**src/pkg/bch_map.svh**
```systemverilog
// Register map of the bridge configuration header, dwords 08h to 1Fh.
// Assumes byte addresses on a 32-bit APB slave, one aligned word per register.
// Function
// Revision byte at 08h bits 7:0 is read-only; writes are ignored.
// Class code read-only: interface 00h, sub-class 04h, base class 06h.
// Cache line size bits 5:2 writable, reset zero: 4, 8, 16, 32 dwords.
// Cache line size bits 1:0 and 7:6 read zero and ignore writes.
// Primary latency timer at 0Ch bits 15:8 is read-only, reads 00h.
// Header type reads 0000001, bit 23 reads 0, bits 31:24 read 00h.
// Offsets 10h through 17h are reserved, nothing implemented there.
// Primary, secondary, subordinate bus numbers writable at 18h, reset 00h.
// Secondary latency timer writable at 18h bits 31:24, reset 00h.
// I/O base and limit capability bits read 01; bits 3:2, 11:10 read 00.
// I/O base nibble bits 7:4 writable, reset 0000, window start 0.
// I/O limit nibble bits 15:12 writable, reset 0000, window end 0FFFh.
// Reserved offsets and bits read zero; writes there have no effect.
`ifndef BCH_MAP_SVH
`define BCH_MAP_SVH

`define BCH_OFS_IDENT      8'h08
`define BCH_OFS_LINE       8'h0c
`define BCH_OFS_RSVD_LO    8'h10
`define BCH_OFS_RSVD_HI    8'h14
`define BCH_OFS_BUSNUM     8'h18
`define BCH_OFS_IOWIN      8'h1c

`define BCH_CLASS_PROGIF   8'h00
`define BCH_CLASS_SUB      8'h04
`define BCH_CLASS_BASE     8'h06
`define BCH_PRI_LATENCY    8'h00
`define BCH_HDR_LAYOUT     7'h01
`define BCH_HDR_MULTIFN    1'h0
`define BCH_HDR_RSVD       8'h00
`define BCH_IO_ADDR_CAP    2'h1
`define BCH_IO_RSVD        2'h0

`define BCH_LINE_LSB       2
`define BCH_LINE_MSB       5
`define BCH_IOBASE_LSB     4
`define BCH_IOLIMIT_LSB    12

`define BCH_RST_BYTE       8'h00
`define BCH_RST_NIBBLE     4'h0
`define BCH_IO_LOW_START   12'h000
`define BCH_IO_LOW_END     12'hfff

`endif

```
**src/pkg/bch_pkg.sv**
```systemverilog
// Types shared by the bridge configuration header registers.
// Assumes bch_map.svh supplies the numeric constants.
`default_nettype none

package bch_pkg;

    // Software-programmed settings that steer the bridge datapath.
    typedef struct packed {
        logic [7:0] primaryBus;
        logic [7:0] secondaryBus;
        logic [7:0] subordinateBus;
        logic [7:0] secLatency;
        logic [3:0] ioBase;
        logic [3:0] ioLimit;
        logic [3:0] lineSel;
    } bch_cfg_s;

endpackage

`default_nettype wire

```
**src/logic/bch_config_header_regs.sv**
```systemverilog
// APB register slave for configuration dwords 08h to 1Fh of a bridge.
// Assumes an APB master on sys_clk; the slave never inserts wait states.
`timescale 1ns/100ps
`default_nettype none
`include "bch_map.svh"

module bch_config_header_regs #(
    parameter logic [7:0] REV_CODE = 8'h01, // Arbitrary value, set per silicon step.
    parameter int         ADDR_W   = 8
) (
    input  wire logic              sys_clk,
    input  wire logic              resetn,
    input  wire logic              psel,
    input  wire logic              penable,
    input  wire logic              pwrite,
    input  wire logic [ADDR_W-1:0] paddr,
    input  wire logic [31:0]       pwdata,
    input  wire logic [3:0]        pstrb,
    output var  logic [31:0]       prdata,
    output var  logic              pready,
    output var  logic              pslverr,
    output var  bch_pkg::bch_cfg_s cfgOut,
    output var  logic [31:0]       ioWindowStart,
    output var  logic [31:0]       ioWindowEnd,
    output var  logic [5:0]        lineDwords
);

    // Maps the one-hot line size selection to a dword count, zero if none.
    function automatic logic [5:0] line_dwords(input logic [3:0] sel);
        logic [5:0] n;
        n = 6'h00;
        if (sel[3]) begin
            n = 6'h20;
        end else if (sel[2]) begin
            n = 6'h10;
        end else if (sel[1]) begin
            n = 6'h08;
        end else if (sel[0]) begin
            n = 6'h04;
        end
        return n;
    endfunction

    bch_pkg::bch_cfg_s cfg_q;
    bch_pkg::bch_cfg_s cfg_d;
    logic [31:0]       prdata_q;
    logic [31:0]       ioStart_q;
    logic [31:0]       ioEnd_q;
    logic [5:0]        lineDw_q;

    // Bus phase decode; zero wait states keep pready high at all times.
    wire logic       setupPh  = psel & ~penable;
    wire logic       wrAccess = psel & penable & pwrite;
    wire logic [7:0] ofs      = 8'(paddr) & 8'hfc;
    wire logic       hitIdent = (ofs == `BCH_OFS_IDENT);
    wire logic       hitLine  = (ofs == `BCH_OFS_LINE);
    wire logic       hitBus   = (ofs == `BCH_OFS_BUSNUM);
    wire logic       hitIo    = (ofs == `BCH_OFS_IOWIN);

    // Read images; unmapped and reserved offsets fall through to zero.
    wire logic [31:0] identWord = {`BCH_CLASS_BASE, `BCH_CLASS_SUB,
                                   `BCH_CLASS_PROGIF, REV_CODE};
    wire logic [31:0] lineWord  = {`BCH_HDR_RSVD, `BCH_HDR_MULTIFN, `BCH_HDR_LAYOUT,
                                   `BCH_PRI_LATENCY,
                                   2'h0, cfg_q.lineSel, 2'h0};
    wire logic [31:0] busWord   = {cfg_q.secLatency, cfg_q.subordinateBus,
                                   cfg_q.secondaryBus, cfg_q.primaryBus};
    wire logic [31:0] ioWord    = {16'h0000, cfg_q.ioLimit, `BCH_IO_RSVD, `BCH_IO_ADDR_CAP,
                                   cfg_q.ioBase, `BCH_IO_RSVD, `BCH_IO_ADDR_CAP};
    wire logic [31:0] rdMux     = hitIdent ? identWord :
                                  hitLine  ? lineWord  :
                                  hitBus   ? busWord   :
                                  hitIo    ? ioWord    : 32'h0000_0000;

    assign pready  = 1'b1;
    assign pslverr = 1'b0;
    assign prdata  = prdata_q;
    assign cfgOut  = cfg_q;
    assign ioWindowStart = ioStart_q;
    assign ioWindowEnd   = ioEnd_q;
    assign lineDwords    = lineDw_q;

    // Next value of the writable fields; only the named byte lanes move.
    always_comb begin
        cfg_d = cfg_q;
        if (wrAccess && hitLine && pstrb[0]) begin
            cfg_d.lineSel = pwdata[`BCH_LINE_MSB:`BCH_LINE_LSB];
        end
        if (wrAccess && hitBus) begin
            if (pstrb[0]) begin
                cfg_d.primaryBus = pwdata[7:0];
            end
            if (pstrb[1]) begin
                cfg_d.secondaryBus = pwdata[15:8];
            end
            if (pstrb[2]) begin
                cfg_d.subordinateBus = pwdata[23:16];
            end
            if (pstrb[3]) begin
                cfg_d.secLatency = pwdata[31:24];
            end
        end
        if (wrAccess && hitIo) begin
            if (pstrb[0]) begin
                cfg_d.ioBase = pwdata[`BCH_IOBASE_LSB+3:`BCH_IOBASE_LSB];
            end
            if (pstrb[1]) begin
                cfg_d.ioLimit = pwdata[`BCH_IOLIMIT_LSB+3:`BCH_IOLIMIT_LSB];
            end
        end
    end

    // Writable fields; every one clears at reset.
    always_ff @(posedge sys_clk or negedge resetn) begin
        if (!resetn) begin
            cfg_q <= '{primaryBus: `BCH_RST_BYTE, secondaryBus: `BCH_RST_BYTE,
                       subordinateBus: `BCH_RST_BYTE, secLatency: `BCH_RST_BYTE,
                       ioBase: `BCH_RST_NIBBLE, ioLimit: `BCH_RST_NIBBLE,
                       lineSel: `BCH_RST_NIBBLE};
        end else begin
            cfg_q <= cfg_d;
        end
    end

    // Read data is captured in the setup cycle so it leaves a flip-flop.
    always_ff @(posedge sys_clk or negedge resetn) begin
        if (!resetn) begin
            prdata_q <= 32'h0000_0000;
        end else if (setupPh && !pwrite) begin
            prdata_q <= rdMux;
        end
    end

    // Decoded window and line size, registered so consumers see clean flops.
    // They lag the fields by one cycle, which the datapath tolerates.
    always_ff @(posedge sys_clk or negedge resetn) begin
        if (!resetn) begin
            ioStart_q <= 32'h0000_0000;
            ioEnd_q   <= 32'h0000_0fff;
            lineDw_q  <= 6'h00;
        end else begin
            ioStart_q <= {16'h0000, cfg_q.ioBase, `BCH_IO_LOW_START};
            ioEnd_q   <= {16'h0000, cfg_q.ioLimit, `BCH_IO_LOW_END};
            lineDw_q  <= line_dwords(cfg_q.lineSel);
        end
    end

    // Identity dword reads back constant whatever was written.
    property p_ident_read;
        @(posedge sys_clk) disable iff (!resetn)
        (setupPh && !pwrite && hitIdent) |=> (prdata == {24'h060400, REV_CODE});
    endproperty
    a_ident_read: assert property (p_ident_read)
        else $error("Identity dword wrong.");

    // Line size follows bits 5:2 of a write and nothing else.
    property p_line_write;
        @(posedge sys_clk) disable iff (!resetn)
        (wrAccess && hitLine && pstrb[0]) |=> (cfg_q.lineSel == $past(pwdata[5:2]));
    endproperty
    a_line_write: assert property (p_line_write)
        else $error("Line size not written.");

    // Unsupported line size bits and the rest of dword 0Ch read constant.
    property p_line_read;
        @(posedge sys_clk) disable iff (!resetn)
        (setupPh && !pwrite && hitLine)
            |=> (prdata[1:0] == 2'h0) && (prdata[7:6] == 2'h0) && (prdata[31:8] == 24'h000100);
    endproperty
    a_line_read: assert property (p_line_read)
        else $error("Dword 0Ch constant bits wrong.");

    // Reserved offsets read zero.
    property p_rsvd_read;
        @(posedge sys_clk) disable iff (!resetn)
        (setupPh && !pwrite && (ofs == `BCH_OFS_RSVD_LO || ofs == `BCH_OFS_RSVD_HI))
            |=> (prdata == 32'h0000_0000);
    endproperty
    a_rsvd_read: assert property (p_rsvd_read)
        else $error("Reserved offset not zero.");

    // Bus numbers land one cycle after the access edge.
    property p_bus_write;
        @(posedge sys_clk) disable iff (!resetn)
        (wrAccess && hitBus && pstrb[2:0] == 3'h7)
            |=> (busWord[23:0] == $past(pwdata[23:0]));
    endproperty
    a_bus_write: assert property (p_bus_write)
        else $error("Bus numbers not written.");

    // Secondary latency timer takes byte lane three.
    property p_lat_write;
        @(posedge sys_clk) disable iff (!resetn)
        (wrAccess && hitBus && pstrb[3]) |=> (cfg_q.secLatency == $past(pwdata[31:24]));
    endproperty
    a_lat_write: assert property (p_lat_write)
        else $error("Latency timer not written.");

    // I/O dword capability and reserved bits read constant.
    property p_io_read;
        @(posedge sys_clk) disable iff (!resetn)
        (setupPh && !pwrite && hitIo)
            |=> (prdata[3:0] == 4'h1) && (prdata[11:8] == 4'h1) && (prdata[31:16] == 16'h0);
    endproperty
    a_io_read: assert property (p_io_read)
        else $error("I/O capability bits wrong.");

    // Window start and end track the nibbles two cycles after a write.
    property p_io_window;
        @(posedge sys_clk) disable iff (!resetn)
        (wrAccess && hitIo && pstrb[1:0] == 2'h3)
            |=> ##1 (ioWindowStart == {16'h0, $past(pwdata[7:4], 2), 12'h000})
                 && (ioWindowEnd == {16'h0, $past(pwdata[15:12], 2), 12'hfff});
    endproperty
    a_io_window: assert property (p_io_window)
        else $error("I/O window not decoded.");

    // Writes outside the writable dwords leave every field untouched.
    property p_unmapped_write;
        @(posedge sys_clk) disable iff (!resetn)
        (wrAccess && !hitLine && !hitBus && !hitIo) |=> $stable(cfg_q);
    endproperty
    a_unmapped_write: assert property (p_unmapped_write)
        else $error("Stray write took effect.");

    // Line size bits of a read come from the field as it stood at the setup edge.
    property p_line_field_read;
        @(posedge sys_clk) disable iff (!resetn)
        (setupPh && !pwrite && hitLine) |=> (prdata[5:2] == $past(cfg_q.lineSel));
    endproperty
    a_line_field_read: assert property (p_line_field_read)
        else $error("Line size readback wrong.");

    // Bus number dword reads the four fields as they stood at the setup edge.
    property p_bus_field_read;
        @(posedge sys_clk) disable iff (!resetn)
        (setupPh && !pwrite && hitBus)
            |=> (prdata[7:0] == $past(cfg_q.primaryBus))
             && (prdata[15:8] == $past(cfg_q.secondaryBus))
             && (prdata[23:16] == $past(cfg_q.subordinateBus))
             && (prdata[31:24] == $past(cfg_q.secLatency));
    endproperty
    a_bus_field_read: assert property (p_bus_field_read)
        else $error("Bus number readback wrong.");

    // Window nibbles read back from the fields, not from the decoded outputs.
    property p_io_field_read;
        @(posedge sys_clk) disable iff (!resetn)
        (setupPh && !pwrite && hitIo)
            |=> (prdata[7:4] == $past(cfg_q.ioBase))
             && (prdata[15:12] == $past(cfg_q.ioLimit));
    endproperty
    a_io_field_read: assert property (p_io_field_read)
        else $error("I/O nibble readback wrong.");

    // Line size only moves through byte lane zero.
    property p_line_lane_keep;
        @(posedge sys_clk) disable iff (!resetn)
        (wrAccess && hitLine && !pstrb[0]) |=> $stable(cfg_q.lineSel);
    endproperty
    a_line_lane_keep: assert property (p_line_lane_keep)
        else $error("Line size moved without its lane.");

    // A line size write must not disturb any other field.
    property p_line_only;
        @(posedge sys_clk) disable iff (!resetn)
        (wrAccess && hitLine)
            |=> $stable(cfg_q.primaryBus) && $stable(cfg_q.secondaryBus)
             && $stable(cfg_q.subordinateBus) && $stable(cfg_q.secLatency)
             && $stable(cfg_q.ioBase) && $stable(cfg_q.ioLimit);
    endproperty
    a_line_only: assert property (p_line_only)
        else $error("Line size write touched another field.");

    // Each bus number byte moves only when its own lane is enabled.
    property p_bus_lane_keep;
        @(posedge sys_clk) disable iff (!resetn)
        (wrAccess && hitBus)
            |=> ($past(pstrb[0]) || $stable(cfg_q.primaryBus))
             && ($past(pstrb[1]) || $stable(cfg_q.secondaryBus))
             && ($past(pstrb[2]) || $stable(cfg_q.subordinateBus))
             && ($past(pstrb[3]) || $stable(cfg_q.secLatency))
             && $stable(cfg_q.lineSel) && $stable(cfg_q.ioBase) && $stable(cfg_q.ioLimit);
    endproperty
    a_bus_lane_keep: assert property (p_bus_lane_keep)
        else $error("Bus dword lane leaked.");

    // Window nibbles move only with their own lane, and nothing else moves.
    property p_io_lane_keep;
        @(posedge sys_clk) disable iff (!resetn)
        (wrAccess && hitIo)
            |=> ($past(pstrb[0]) || $stable(cfg_q.ioBase))
             && ($past(pstrb[1]) || $stable(cfg_q.ioLimit))
             && $stable(cfg_q.lineSel) && $stable(cfg_q.primaryBus)
             && $stable(cfg_q.secondaryBus) && $stable(cfg_q.subordinateBus)
             && $stable(cfg_q.secLatency);
    endproperty
    a_io_lane_keep: assert property (p_io_lane_keep)
        else $error("I/O dword lane leaked.");

    // Reset clears every field and registered output except ioWindowEnd, which loads 0FFFh; checked without a disable so it stays live.
    property p_reset_values;
        @(posedge sys_clk)
        !resetn |=> (cfg_q == '0) && (prdata == 32'h0000_0000)
                 && (ioWindowStart == 32'h0000_0000) && (ioWindowEnd == 32'h0000_0fff)
                 && (lineDwords == 6'h00);
    endproperty
    a_reset_values: assert property (p_reset_values)
        else $error("Reset values wrong.");

    // Read data only changes on a read setup, so writes cannot disturb it.
    property p_rdata_hold;
        @(posedge sys_clk) disable iff (!resetn)
        !(setupPh && !pwrite) |=> $stable(prdata);
    endproperty
    a_rdata_hold: assert property (p_rdata_hold)
        else $error("Read data moved outside a read.");

    // The largest selected size wins when software sets several bits.
    property p_line_top;
        @(posedge sys_clk) disable iff (!resetn)
        cfg_q.lineSel[3] |=> (lineDwords == 6'h20);
    endproperty
    a_line_top: assert property (p_line_top)
        else $error("Line size of 32 dwords not decoded.");

    // Bit 2 alone selects the smallest line.
    property p_line_four;
        @(posedge sys_clk) disable iff (!resetn)
        (cfg_q.lineSel == 4'h1) |=> (lineDwords == 6'h04);
    endproperty
    a_line_four: assert property (p_line_four)
        else $error("Line size of 4 dwords not decoded.");

    // No bit set means no line size, which consumers must treat as unset.
    property p_line_none;
        @(posedge sys_clk) disable iff (!resetn)
        (cfg_q.lineSel == 4'h0) |=> (lineDwords == 6'h00);
    endproperty
    a_line_none: assert property (p_line_none)
        else $error("Empty line size not decoded.");

    // Window start follows the base nibble one cycle later.
    property p_io_start_track;
        @(posedge sys_clk) disable iff (!resetn)
        1'b1 |=> (ioWindowStart == {16'h0000, $past(cfg_q.ioBase), 12'h000});
    endproperty
    a_io_start_track: assert property (p_io_start_track)
        else $error("Window start does not track.");

    // Window end follows the limit nibble one cycle later.
    property p_io_end_track;
        @(posedge sys_clk) disable iff (!resetn)
        1'b1 |=> (ioWindowEnd == {16'h0000, $past(cfg_q.ioLimit), 12'hfff});
    endproperty
    a_io_end_track: assert property (p_io_end_track)
        else $error("Window end does not track.");

endmodule

`default_nettype wire

```
**config.mk**
```make
export PLATFORM = sky130hd
export DESIGN_NAME = bch_config_header_regs
export DESIGN_NICKNAME = d
export VERILOG_FILES = /design/src/pkg/bch_pkg.sv /design/src/logic/bch_config_header_regs.sv
export VERILOG_INCLUDE_DIRS = /design/src /design/src/pkg
export SDC_FILE = /design/constraint.sdc
export NUM_CORES = 1
export LEC_CHECK = 0
export BUFFER_PORTS_ARGS = -buffer_cell sky130_fd_sc_hd__buf_4
export CELL_PAD_IN_SITES_DETAIL_PLACEMENT = 0
export CELL_PAD_IN_SITES_GLOBAL_PLACEMENT = 1
export CORE_MARGIN = 10
export CORE_UTILIZATION = 31
export CTS_CLUSTER_DIAMETER = 60
export DETAILED_ROUTE_END_ITERATION = 8
export PLACE_DENSITY_LB_ADDON = 0.1
export SLEW_MARGIN = 20
export SYNTH_ARGS = -nofsm -noshare
export SYNTH_HDL_FRONTEND = slang
export SYNTH_SLANG_ARGS = --single-unit
export TNS_END_PERCENT = 30
```
**constraint.sdc**
```tcl
create_clock -name sys_clk -period 1.2 [get_ports sys_clk]
set_clock_uncertainty 0.2 [all_clocks]
set_input_delay 0.06 -clock sys_clk [delete_from_list [all_inputs] [get_ports sys_clk]]
set_output_delay 0.06 -clock sys_clk [all_outputs]
set_load 0.05 [all_outputs]
```
# --- Word-level counts from Yosys, hierarchy flattened ---
# Index checks and enable logic that the tools add are counted.
totals:
  wordCells: 39
  inputBits: 49
  register_bits: 90
  output_inout_bits: 148
  latch_bits: 0
  n_memories: 0
  rom_bits: 0
  ram_bits: 0
op_classes:
  muxes: 8
  magnitude_cmp: 0
  add_sub_neg: 0
  n_reduce_logical: 12
  eq_ne: 4
  shift: 0
  n_mul: 0
  div_mod_pow: 0
  bitwise: 4
op_table:
  columns: ["operator", "count"]
  rows:
  - ["32-bit two-way mux", 3]
  - ["16-bit two-way mux", 1]
  - ["6-bit by 2-bit equality test with 1-bit output, second input constant", 2]
  - ["6-bit by 3-bit equality test with 1-bit output, second input constant", 2]
  - ["2-bit AND reduction", 6]
  - ["6-bit two-way mux", 1]
  - ["1-bit logical AND", 5]
  - ["5-bit two-way mux", 1]
  - ["4-bit two-way mux", 1]
  - ["1-bit AND", 3]
  - ["3-bit two-way mux", 1]
  - ["1-bit logical NOT", 1]
  - ["1-bit inverter", 1]

# --- Longest topological paths before layout ---
# Gate-level depths: netlist of run 1.
logic_depth:
  ltp_word: 5
  ltp_mapped: 5
  ltp_nobuf: 3

# --- Worst setup path after synthesis of run 1 ---
# Ideal clock, no wire load.
synth_path:
  kind: "input to register"
  startpoint: "input paddr[7]"
  endpoint: "register cfg_q (netlist bit cfgOut[12])"
  required_ns: 0.875
  t_arrival_ns: 1.153
  n_path_buf: 1
  setup_time_ns: 0.125
  path_stages: 4
  slack_ns: -0.278
  cell_sequence: "nor3b_2 -> and4_1 -> buf_6 -> mux2_2"
synth_between:
  elab_chain_len: 3
synth_rtl:
  columns: ["element", "line_no", "source"]
  rows:
  - ["start, declared", "bch_config_header_regs.sv:16", "input wire logic [ADDR_W-1:0] paddr,"]
  - ["6-bit by 3-bit equality test with 1-bit output (no source line)", null, null]
  - ["1-bit logical AND", "bch_config_header_regs.sv:89", "if (wrAccess && hitBus) begin"]
  - ["2-bit AND reduction (no source line)", null, null]
  - ["end signal, assigned", "bch_config_header_regs.sv:116", "cfg_q <= '{primaryBus: `BCH_RST_BYTE, secondaryBus: `BCH_RST_BYTE,"]
  - ["end signal, assigned", "bch_config_header_regs.sv:121", "cfg_q <= cfg_d;"]
  - ["end, declared", "bch_config_header_regs.sv:44", "bch_pkg::bch_cfg_s cfg_q;"]
# Every way passes these cells.
# A chain may end at the register's enable or synchronous reset.

# --- Worst setup path after layout of run 1 ---
layout_path:
  startpoint: "register cfg_q (netlist bit cfgOut[8])"
  endpoint: "output cfgOut[8] (netlist bit)"
layout_lines:
  columns: ["element", "line_no", "source"]
  rows:
  - ["end, declared", "bch_config_header_regs.sv:22", "output var bch_pkg::bch_cfg_s cfgOut,"]
# No word-level cell between the ends.

==> reports/results.tsv, run 1 <==
metric	value	unit
Final HPWL DP	8960	um
WHS Path Cells	3	
Nets	586	
HP Start	paddr[5]	
post-route cell area	6360	sq um
Post-synth EDFFs	0	
cell area after synthesis	3960	sq um
DR pass1 iterations	4	
Max Clk Rate	0.783	GHz
first-pass GRT wire length	19100	um
crit end category	output pin	
final hold vios	3	
worst r2r src	cfgOut[41]	
Area Growth Syn to Fin	60.7	%
Req. time, crit path	0.94	ns
Post-synth ARST share	100	%
die width	133	um
sequential share of the synthesized area	55.6	%
Max IR drop VDD	0.000839	V
maximum fanout along the worst path	3	
final worst setup slack	-0.0774	ns
chip height	133	um
Slew Viols, Final	0	
leading cell type in the layout, fill and taps excluded	buf_4	
unrepaired setup endpoints after global routing	yes	
Antenna diodes	0	
status	complete, but fails checks	
Die Area	17700	sq um
largest cells by area after synthesis	dfrtp_1, mux2_2, buf_4	
dpl cells	647	
Worst Hold Path EP	prdata[18]	
hold slack	-0.119	ns
P_leak	0.00320	uW
failing checks	hold timing, setup timing	
DRC viols	0	
gp weighted congestion	0.733	
Fill cells	1131	
R2R depth	3	
Num CTS Buffers	9	
setup TNS	-0.272	ns
clk root buf	clkbuf_16	
Tmin final	1.28	ns
grt total ovfl	0	
most frequent cells in the layout	buf_4, dfrtp_1, buf_6	
Pwr Density	1120	nW/um^2
R2R setup slack	0	ns
Starting DRT DRC Count	108	
synthesis warning total	0	
initial antenna violation count	0	
Syn Area/Cell	12.1	sq um
post-synthesis instance total	327	
multi-input logic area	1580	sq um
Routed WL per cell	17.1	um
MaxCap Viol Count	0	
Synth top area share	55.6	%
All-Layer GR Usage	13.6	%
WL final	12200	um
clock latency on the worst-skew pair	0.34	ns
Reg-to-Reg End	prdata[5]	
total power	7110	uW
Core ar.	12600	sq um
CP Launch Type	register	
number of distinct library cells after synthesis	30	
post-synth top area cell	dfrtp_1	
Cell Area, Placed	5260	sq um
final setup vio count	4	
via count	2986	
num rows	41	
largest net degree at the start of global routing	49	
vias in the first global route	3342	
TritonCTS clock tree	built	
Worst Hold Class	primary input to register	
Port Buf Inserts	134	
Sink Count	88	
crit share post-route	106	%
via/cell ratio	4.19	
clock tree buffer depth	2	
Setup Crit Path Kind	register to output pin	
Clk pin slew, worst setup/hold paths	0.06	ns
Initial Utilization	31.5	%
layout cell share with drive strength beyond 1	47.4	%
Post-CTS Hold Buffers	34	
FF+latch count, synth	88	
fin cells	712	
Main synth FF type	dfrtp_1	
Storage cell area	2210	sq um
top-level port count	197	
CTS H-tree depth	3	
Final ANT Viol Nets	0	
Crit path arrival time	1.02	ns
-- how the worst max path moves through the flow --
| stage | depth (start not counted) | from | to |
|---|---|---|---|
| finish | 2 | cfgOut[8] | cfgOut[8] |
| global route | 2 | cfgOut[41] | cfgOut[41] |
| CTS | 2 | cfgOut[8] | cfgOut[8] |
| detailed placement | 6 | paddr[6] | cfgOut[27] |
| global placement | 6 | paddr[6] | cfgOut[23] |
| floorplan | 5 | paddr[2] | cfgOut[12] |
-- critical path, stage by stage (launching register included) --
cell and delay, ns:
dfrtp_2 0.41, buf_6 0.13, buf_8 0.14
-- cells in the mapped netlist (3+ instances only) --
| master | instances |
|---|---|
| dfrtp_1 | 88 |
| buf_4 | 61 |
| nand2_1 | 50 |
| mux2_2 | 46 |
| o21ai_0 | 21 |
| nor2b_1 | 8 |
| o31ai_1 | 8 |
| mux2i_1 | 6 |
| a22oi_1 | 4 |
| and4_1 | 4 |
| clkbuf_1 | 4 |
| buf_2 | 3 |
-- per-stage QoR --
step / util (%) / worst slack (ns)
5_1_grt: 50.6 / -0.113
6_report: 50.6 / -0.0774
4_1_cts: 49.8 / -0.0956
2_1_floorplan: - / -0.219
3_5_place_dp: 41.9 / -0.381
3_3_place_gp: 41.9 / -0.373
-- flip-flops by register name, summed over array words and instances (netlist names) --
| name | count |
|---|---|
| cfgOut | 44 |
| ioWindowEnd | 4 |
| ioWindowStart | 4 |
| lineDwords | 4 |
| prdata | 32 |
-- power by group --
part / switching [uW] / internal [uW] / leakage, uW
sequential: 44.7 / 3020 / 0.00121
clock: 1080 / 1650 / 0.000136
combinational: 876 / 428 / 0.00185
total: 2000 / 5100 / 0.00320
-- layout make-up --
class / count / area share (%)
well taps: 172 / 3.38
flip-flops and latches: 88 / 34.7
multi-input cells: 226 / 24.8
clock buffers: 13 / 3.93
repair buffers: 212 / 32.7
clock inverters: 1 / 0.472
-- cell families (layout without fill, tap and decap cells) --
kind of cell | after synthesis | count (layout) | share of synthesized area (%)
muxes | 52 | 52 | 14.6
AOI/OAI and AO/OA | 37 | 37 | 5.91
DFF | 88 | 88 | 55.6
other | 2 | 60 | 0.190
buffers and inverters | 71 | 226 | 13.0
and+or+nand+nor | 77 | 77 | 10.7
-- per-layer routing --
metal | wire (um) | track usage (%) | vias to the layer above
met5 | 0 | 0 | -
met4 | 204 | 5.20 | 0
met3 | 1030 | 5.68 | 15
met2 | 5900 | 21.8 | 105
met1 | 5030 | 15.9 | 1452
li1 | - | - | 1414
-- repair_timing --
item / in CTS / in global routing
hold endpoints to repair: 137 / 3
gates resized for setup: 73 / 22
pin swaps: 1 / 3
gates cloned: 0 / 0
setup buffers: 15 / 2
setup endpoints to repair: 66 / 90
Note: power is estimated with default switching activity, not from simulation.
==> run 2: changes to the inputs <==
- ABC_AREA: not set -> 1
- CAP_MARGIN: not set -> 20
- CORE_UTILIZATION: 31 -> 30
==> run 2 against run 1 <==
Against the previous run: the flow finishes with violations (hold timing); via count rose by 22%; core utilization is 1.8 points lower; cell count increased by 22%; largest power group is now clock; register-to-register slack better by 0.05 ns.
==> reports/results.tsv, run 2 <==
metric	value	unit	change
Post-CTS Hold Buffers	38		was 34
grt total ovfl	0		unchanged
TritonCTS clock tree	built		unchanged
most frequent cells in the layout	nand2_1, buf_4, dfrtp_1		was buf_4, dfrtp_1, buf_6
P_leak	0.00358	uW	was 0.00320 uW
CP delay by family, top	flip-flops		unchanged
Slew HR	66.4	%	
Setup Crit Path Kind	register to output pin		unchanged
Max Clk Rate	0.838	GHz	was 0.783 GHz
num rows	42		was 41
Sink Count	88		unchanged
Post-synth ARST share	100	%	unchanged
final setup vio count	0		was 4
post-synth top area cell	dfrtp_1		unchanged
combinational group share of total power	19.1	%	was 18.4%
number of distinct library cells after synthesis	25		was 30
slew at the pin closest to its max-slew limit	0.503	ns	
Slew Viols, Final	0		unchanged
CP max stage delay	0.42	ns	was 0.41 ns
Fill cells	1297		was 1,131
Final ANT Viol Nets	0		unchanged
cell area after synthesis	4080	sq um	was 3960 sq um
clock tree buffer depth	2		unchanged
status	complete, but fails checks		unchanged
CP Buf/Inv Count	1		was 2
largest net degree at the start of global routing	44		was 49
register share of total power	39.6	%	was 43.2%
Area Growth Syn to Fin	59.4	%	was 60.7%
DR pass1 iterations	5		was 4
Port Buf Inserts	134		unchanged
multi-input logic area	1430	sq um	was 1580 sq um
Pwr Density	1210	nW/um^2	was 1120 nW/um^2
Synth top area share	54.0	%	was 55.6%
post-synthesis instance total	464		was 327
All-Layer GR Usage	14.0	%	was 13.6%
Reg-to-Reg End	prdata[4]		was prdata[5]
Post-synth EDFFs	0		unchanged
Tmin final	1.19	ns	was 1.28 ns
CP cell instances	buf_6		was buf_6, buf_8
top-level port count	197		unchanged
Int Pwr	5610	uW	was 5100 uW
Largest register FFs	44		unchanged
Storage cell area	2200	sq um	was 2210 sq um
first-pass GRT wire length	20500	um	was 19,100 um
clock latency on the worst-skew pair	0.34	ns	about the same
Net Sw Frac	28.8	%	was 28.2%
clock network fraction of design power	41.4	%	was 38.5%
leading cell type in the layout, fill and taps excluded	nand2_1		was buf_4
die width	137	um	was 133 um
Final HPWL DP	9960	um	was 8960 um
Main synth FF type	dfrtp_1		unchanged
clk root buf	clkbuf_16		unchanged
largest cells by area after synthesis	dfrtp_1, nand2_1, buf_4		was dfrtp_1, mux2_2, buf_4
crit share post-route	99.4	%	was 106%
Starting DRT DRC Count	165		was 108
Num CTS Buffers	9		unchanged
Initial Utilization	30.7	%	was 31.5%
Syn Area/Cell	8.78	sq um	was 12.1 sq um
Worst Hold Class	primary input to asynchronous set/reset pin		was primary input to register
Req. time, crit path	0.94	ns	about the same
chip height	137	um	was 133 um
R2R setup slack	0.05	ns	was 0 ns
sequential share of the synthesized area	54.0	%	was 55.6%
CP max-delay cell	dfrtp_1		was dfrtp_2
maximum fanout along the worst path	2		was 3
hold slack	-0.0879	ns	was -0.119 ns
layout cell share with drive strength beyond 1	32.9	%	was 47.4%
leading cell types by count after synthesis	nand2_1, dfrtp_1, buf_4		was dfrtp_1, buf_4, nand2_1
via/cell ratio	4.20		was 4.19
via count	3655		was 2,986
synthesis warning total	0		unchanged
final hold vios	10		was 3
unrepaired setup endpoints after global routing	yes		unchanged
failing checks	hold timing		was hold timing, setup timing
worst r2r src	cfgOut[8]		was cfgOut[41]
Die Area	18600	sq um	was 17,700 sq um
final core utilization	48.9	%	was 50.6%
MaxCap Viol Count	0		unchanged
FF+latch count, synth	88		unchanged
P_sw	2270	uW	was 2000 uW
most common cell in the netlist	nand2_1		was dfrtp_1
WL final	13300	um	was 12,200 um
Nets	738		was 586
CTS H-tree depth	3		unchanged
gp weighted congestion	0.786		was 0.733
Clk pin slew, worst setup/hold paths	0.06	ns	about the same
DRC viols	0		unchanged
Antenna diodes	0		unchanged
vias in the first global route	3939		was 3,342
crit end category	output pin		unchanged
CP Launch Type	register		unchanged
Core ar.	13300	sq um	was 12,600 sq um
Max IR drop VDD	0.000756	V	was 0.000839 V
Crit path arrival time	0.93	ns	was 1.02 ns
R2R depth	5		was 3
Routed WL per cell	15.3	um	was 17.1 um
initial antenna violation count	0		unchanged
-- run 2: repair_timing --
action | 4_1_cts | 5_1_grt
endpoints found under the hold margin | 134 | 9
setup buffers | 16 | 8
pin swaps | 1 | 7
gates resized for setup | 60 | 22
endpoints found under the setup margin | 58 | 58
-- run 2: stage by stage --
step / setup WS (ns) / instances / setup TNS, ns / total power, uW / area (sq um)
finish: 0.00739 / 870 / 0 / 7870 / 6500
global placement: -0.237 / 793 / -13.61 / 4480 / 5300
CTS: -0.0154 / 863 / -0.0517 / 7930 / 6370
global route: -0.0339 / 870 / -0.347 / 8170 / 6500
floorplan: -0.0249 / 522 / -0.0628 / 4150 / 4300
detailed placement: -0.254 / 793 / -15.36 / 4480 / 5300
-- run 2: final cells by class --
class | instances | share of cell area (%)
well taps | 176 | 3.39
inverters | 43 | 2.48
repair buffers | 229 | 32.9
clock inverters | 5 | 1.60
flip-flops and latches | 88 | 33.9
multi-input cells | 318 | 22.0
clock buffers | 11 | 3.74
-- run 2: power groups by stage --
stage	combinational [uW]	clock, uW	sequential, uW
after detailed placement	1310	0	3170
final	1500	3260	3110
after global routing	1590	3450	3120
after global placement	1310	0	3170
after floorplan	704	0	3450
after CTS	1480	3340	3110
-- run 2: worst max-delay path by stage --
stage | start | endpoint | slack [ns] | cells past startpoint
floorplan | cfgOut[3] | prdata[5] | -0.02 | 4
global placement | paddr[2] | prdata[5] | -0.24 | 10
detailed placement | paddr[7] | cfgOut[33] | -0.25 | 7
CTS | cfgOut[9] | cfgOut[9] | -0.02 | 1
global route | cfgOut[38] | cfgOut[38] | -0.03 | 1
finish | cfgOut[37] | cfgOut[37] | 0.007 | 1
-- run 2: logic make-up after synthesis --
group,share of synthesized area (%)
AND/OR/NAND/NOR,22.8
buffers and inverters,17.1
flip-flops,54.0
AO/OA/AOI/OAI,5.80
other,0.184
-- run 2: routing by layer --
metal | vias to the layer above | track usage [%] | routed length [um]
li1 | 1788 | - | -
met1 | 1738 | 16.7 | 5640
met2 | 118 | 23.7 | 6560
met3 | 11 | 4.40 | 882
met4 | 0 | 4.32 | 194
met5 | - | 0 | 0
==> run 3: changes to the inputs <==
- CORE_UTILIZATION: 30 -> 31
- CTS_BUF_LIST: not set -> sky130_fd_sc_hd__clkbuf_4
==> run 3 against run 2 <==
Against the previous run: the run ends with hold timing, setup timing left; die area down 2.8%; critical path type unchanged; register-to-register slack better by 0.02 ns; largest cell class is now buffers; sequential power about the same; first-iteration DRC count up 47%; fmax down 12%.
==> reports/results.tsv, run 3 (same netlist as run 2, synthesis figures left out) <==
metric	value	unit	change
Slew Viols, Final	0		unchanged
CTS H-tree depth	3		unchanged
num rows	41		was 42
Area Growth Syn to Fin	62.4	%	was 59.4%
vias in the first global route	3962		was 3,939
MaxCap Viol Count	0		unchanged
Storage cell area	2200	sq um	unchanged
clock tree buffer depth	2		unchanged
top-level port count	197		unchanged
DRC viols	0		unchanged
largest net degree at the start of global routing	53		was 44
Pwr Density	977	nW/um^2	was 1210 nW/um^2
Sink Count	88		unchanged
DR pass1 iterations	4		was 5
R2R setup slack	0.07	ns	was 0.05 ns
post-route cell area	6620	sq um	was 6500 sq um
CP cell instances	buf_6		unchanged
Max IR drop VDD	0.000788	V	was 0.000756 V
clock latency on the worst-skew pair	0.46	ns	was 0.34 ns
CP max-delay cell	dfrtp_1		unchanged
CP delay by family, top	flip-flops		unchanged
Cell Area, Placed	5240	sq um	was 5300 sq um
Final ANT Viol Nets	0		unchanged
Setup Crit Path Kind	register to output pin		unchanged
most frequent cells in the layout	nand2_1, buf_4, buf_6		was nand2_1, buf_4, dfrtp_1
final hold vios	60		was 10
register share of total power	48.2	%	was 39.6%
Crit path depth	1		unchanged
WL final	13700	um	was 13,300 um
crit share post-route	113	%	was 99.4%
failing checks	hold timing, setup timing		was hold timing
via count	3698		was 3,655
multi-input logic area	1450	sq um	was 1430 sq um
unrepaired setup endpoints after global routing	yes		unchanged
Slew HR	63.6	%	was 66.4%
total power	6460	uW	was 7870 uW
gp weighted congestion	0.773		was 0.786
All-Layer GR Usage	15.0	%	was 14.0%
slew at the pin closest to its max-slew limit	0.546	ns	was 0.503 ns
Core ar.	12700	sq um	was 13,300 sq um
final setup vio count	88		was 0
P_sw	2240	uW	was 2270 uW
layout cell share with drive strength beyond 1	35.6	%	was 32.9%
Initial Utilization	32.0	%	was 30.7%
crit end category	output pin		unchanged
die width	135	um	was 137 um
Crit path arrival time	1.10	ns	was 0.93 ns
R2R depth	5		unchanged
Clk pin slew, worst setup/hold paths	0.17	ns	was 0.06 ns
Worst Hold Path EP	prdata[15]		
Worst Hold Class	primary input to register		was primary input to asynchronous set/reset pin
Max Clk Rate	0.735	GHz	was 0.838 GHz
Int Pwr	4220	uW	was 5610 uW
CP max stage delay	0.45	ns	was 0.42 ns
Largest register FFs	44		unchanged
via/cell ratio	4.12		was 4.20
Nets	769		was 738
setup TNS	-9.97	ns	was 0 ns
chip height	135	um	was 137 um
Final HPWL DP	9860	um	was 9960 um
CP Buf/Inv Count	1		unchanged
CP Launch Type	register		unchanged
leading cell type in the layout, fill and taps excluded	nand2_1		unchanged
worst r2r src	cfgOut[3]		was cfgOut[8]
hold slack	-0.183	ns	was -0.0879 ns
HP Start	pwrite		
TritonCTS clock tree	built		unchanged
pre-CTS setup slack	-0.199	ns	was -0.254 ns
Tmin final	1.36	ns	was 1.19 ns
Reg-to-Reg End	prdata[5]		was prdata[4]
clock network fraction of design power	27.4	%	was 41.4%
grt total ovfl	0		unchanged
Die Area	18100	sq um	was 18,600 sq um
Antenna diodes	0		unchanged
P_leak	0.00366	uW	was 0.00358 uW
Net Sw Frac	34.7	%	was 28.8%
final worst setup slack	-0.160	ns	was 0.00739 ns
combinational group share of total power	24.5	%	was 19.1%
WHS Path Cells	5		
maximum fanout along the worst path	2		unchanged
Num CTS Buffers	9		unchanged
Req. time, crit path	0.94	ns	about the same
first-pass GRT wire length	21400	um	was 20,500 um
Starting DRT DRC Count	242		was 165
Fill cells	1250		was 1,297
Routed WL per cell	15.3	um	about the same
status	complete, but fails checks		unchanged
clk root buf	clkbuf_4		was clkbuf_16
initial antenna violation count	0		unchanged
Port Buf Inserts	134		unchanged
-- run 3: repair_timing --
| action | in CTS | in global routing |
|---|---|---|
| endpoints found under the setup margin | 88 | 216 |
| hold buffers | 44 | 2 |
| buffers inserted | 33 | 20 |
| gates cloned | 0 | 1 |
| pin swaps | 0 | 2 |
| resized for setup | 90 | 18 |
| endpoints found under the hold margin | 164 | 155 |
-- run 3: routing by layer --
layer	track usage, %	wire length, um
met1	18.4	6000
met2	23.5	6430
met3	6.19	1100
met4	4.11	148
met5	0	0
-- run 3: worst max-delay path by stage --
| stage | slack [ns] | end | start |
|---|---|---|---|
| 6_report | -0.16 | prdata[25] | prdata[25] |
| 5_1_grt | -0.23 | prdata[26] | prdata[26] |
| 4_1_cts | -0.20 | prdata[28] | prdata[28] |
| 3_5_place_dp | -0.20 | cfgOut[11] | paddr[2] |
| 3_3_place_gp | -0.21 | cfgOut[8] | paddr[2] |
| 2_1_floorplan | -0.02 | prdata[5] | cfgOut[3] |
-- run 3: through the flow --
stage	std cells	util, %
2_1_floorplan	522	-
3_3_place_gp	784	41.2
3_5_place_dp	784	41.2
6_report	897	52.0
4_1_cts	877	50.4
5_1_grt	897	52.0
-- run 3: final cells by class --
cell class              instances  share of cell area (%)
inverters                      43                    2.44
clock inverters                 7                    1.19
flip-flops and latches         88                    33.3
clock buffers                   9                    1.02
well taps                     172                    3.25
multi-input cells             318                    21.9
repair buffers                260                    36.9
-- run 3: power by group through the flow --
stage	clock, uW	sequential, uW	combinational, uW
3_5_place_dp	0	3170	1300
2_1_floorplan	0	3450	704
5_1_grt	1960	3130	1680
6_report	1770	3110	1580
4_1_cts	1850	3120	1530
3_3_place_gp	0	3170	1290
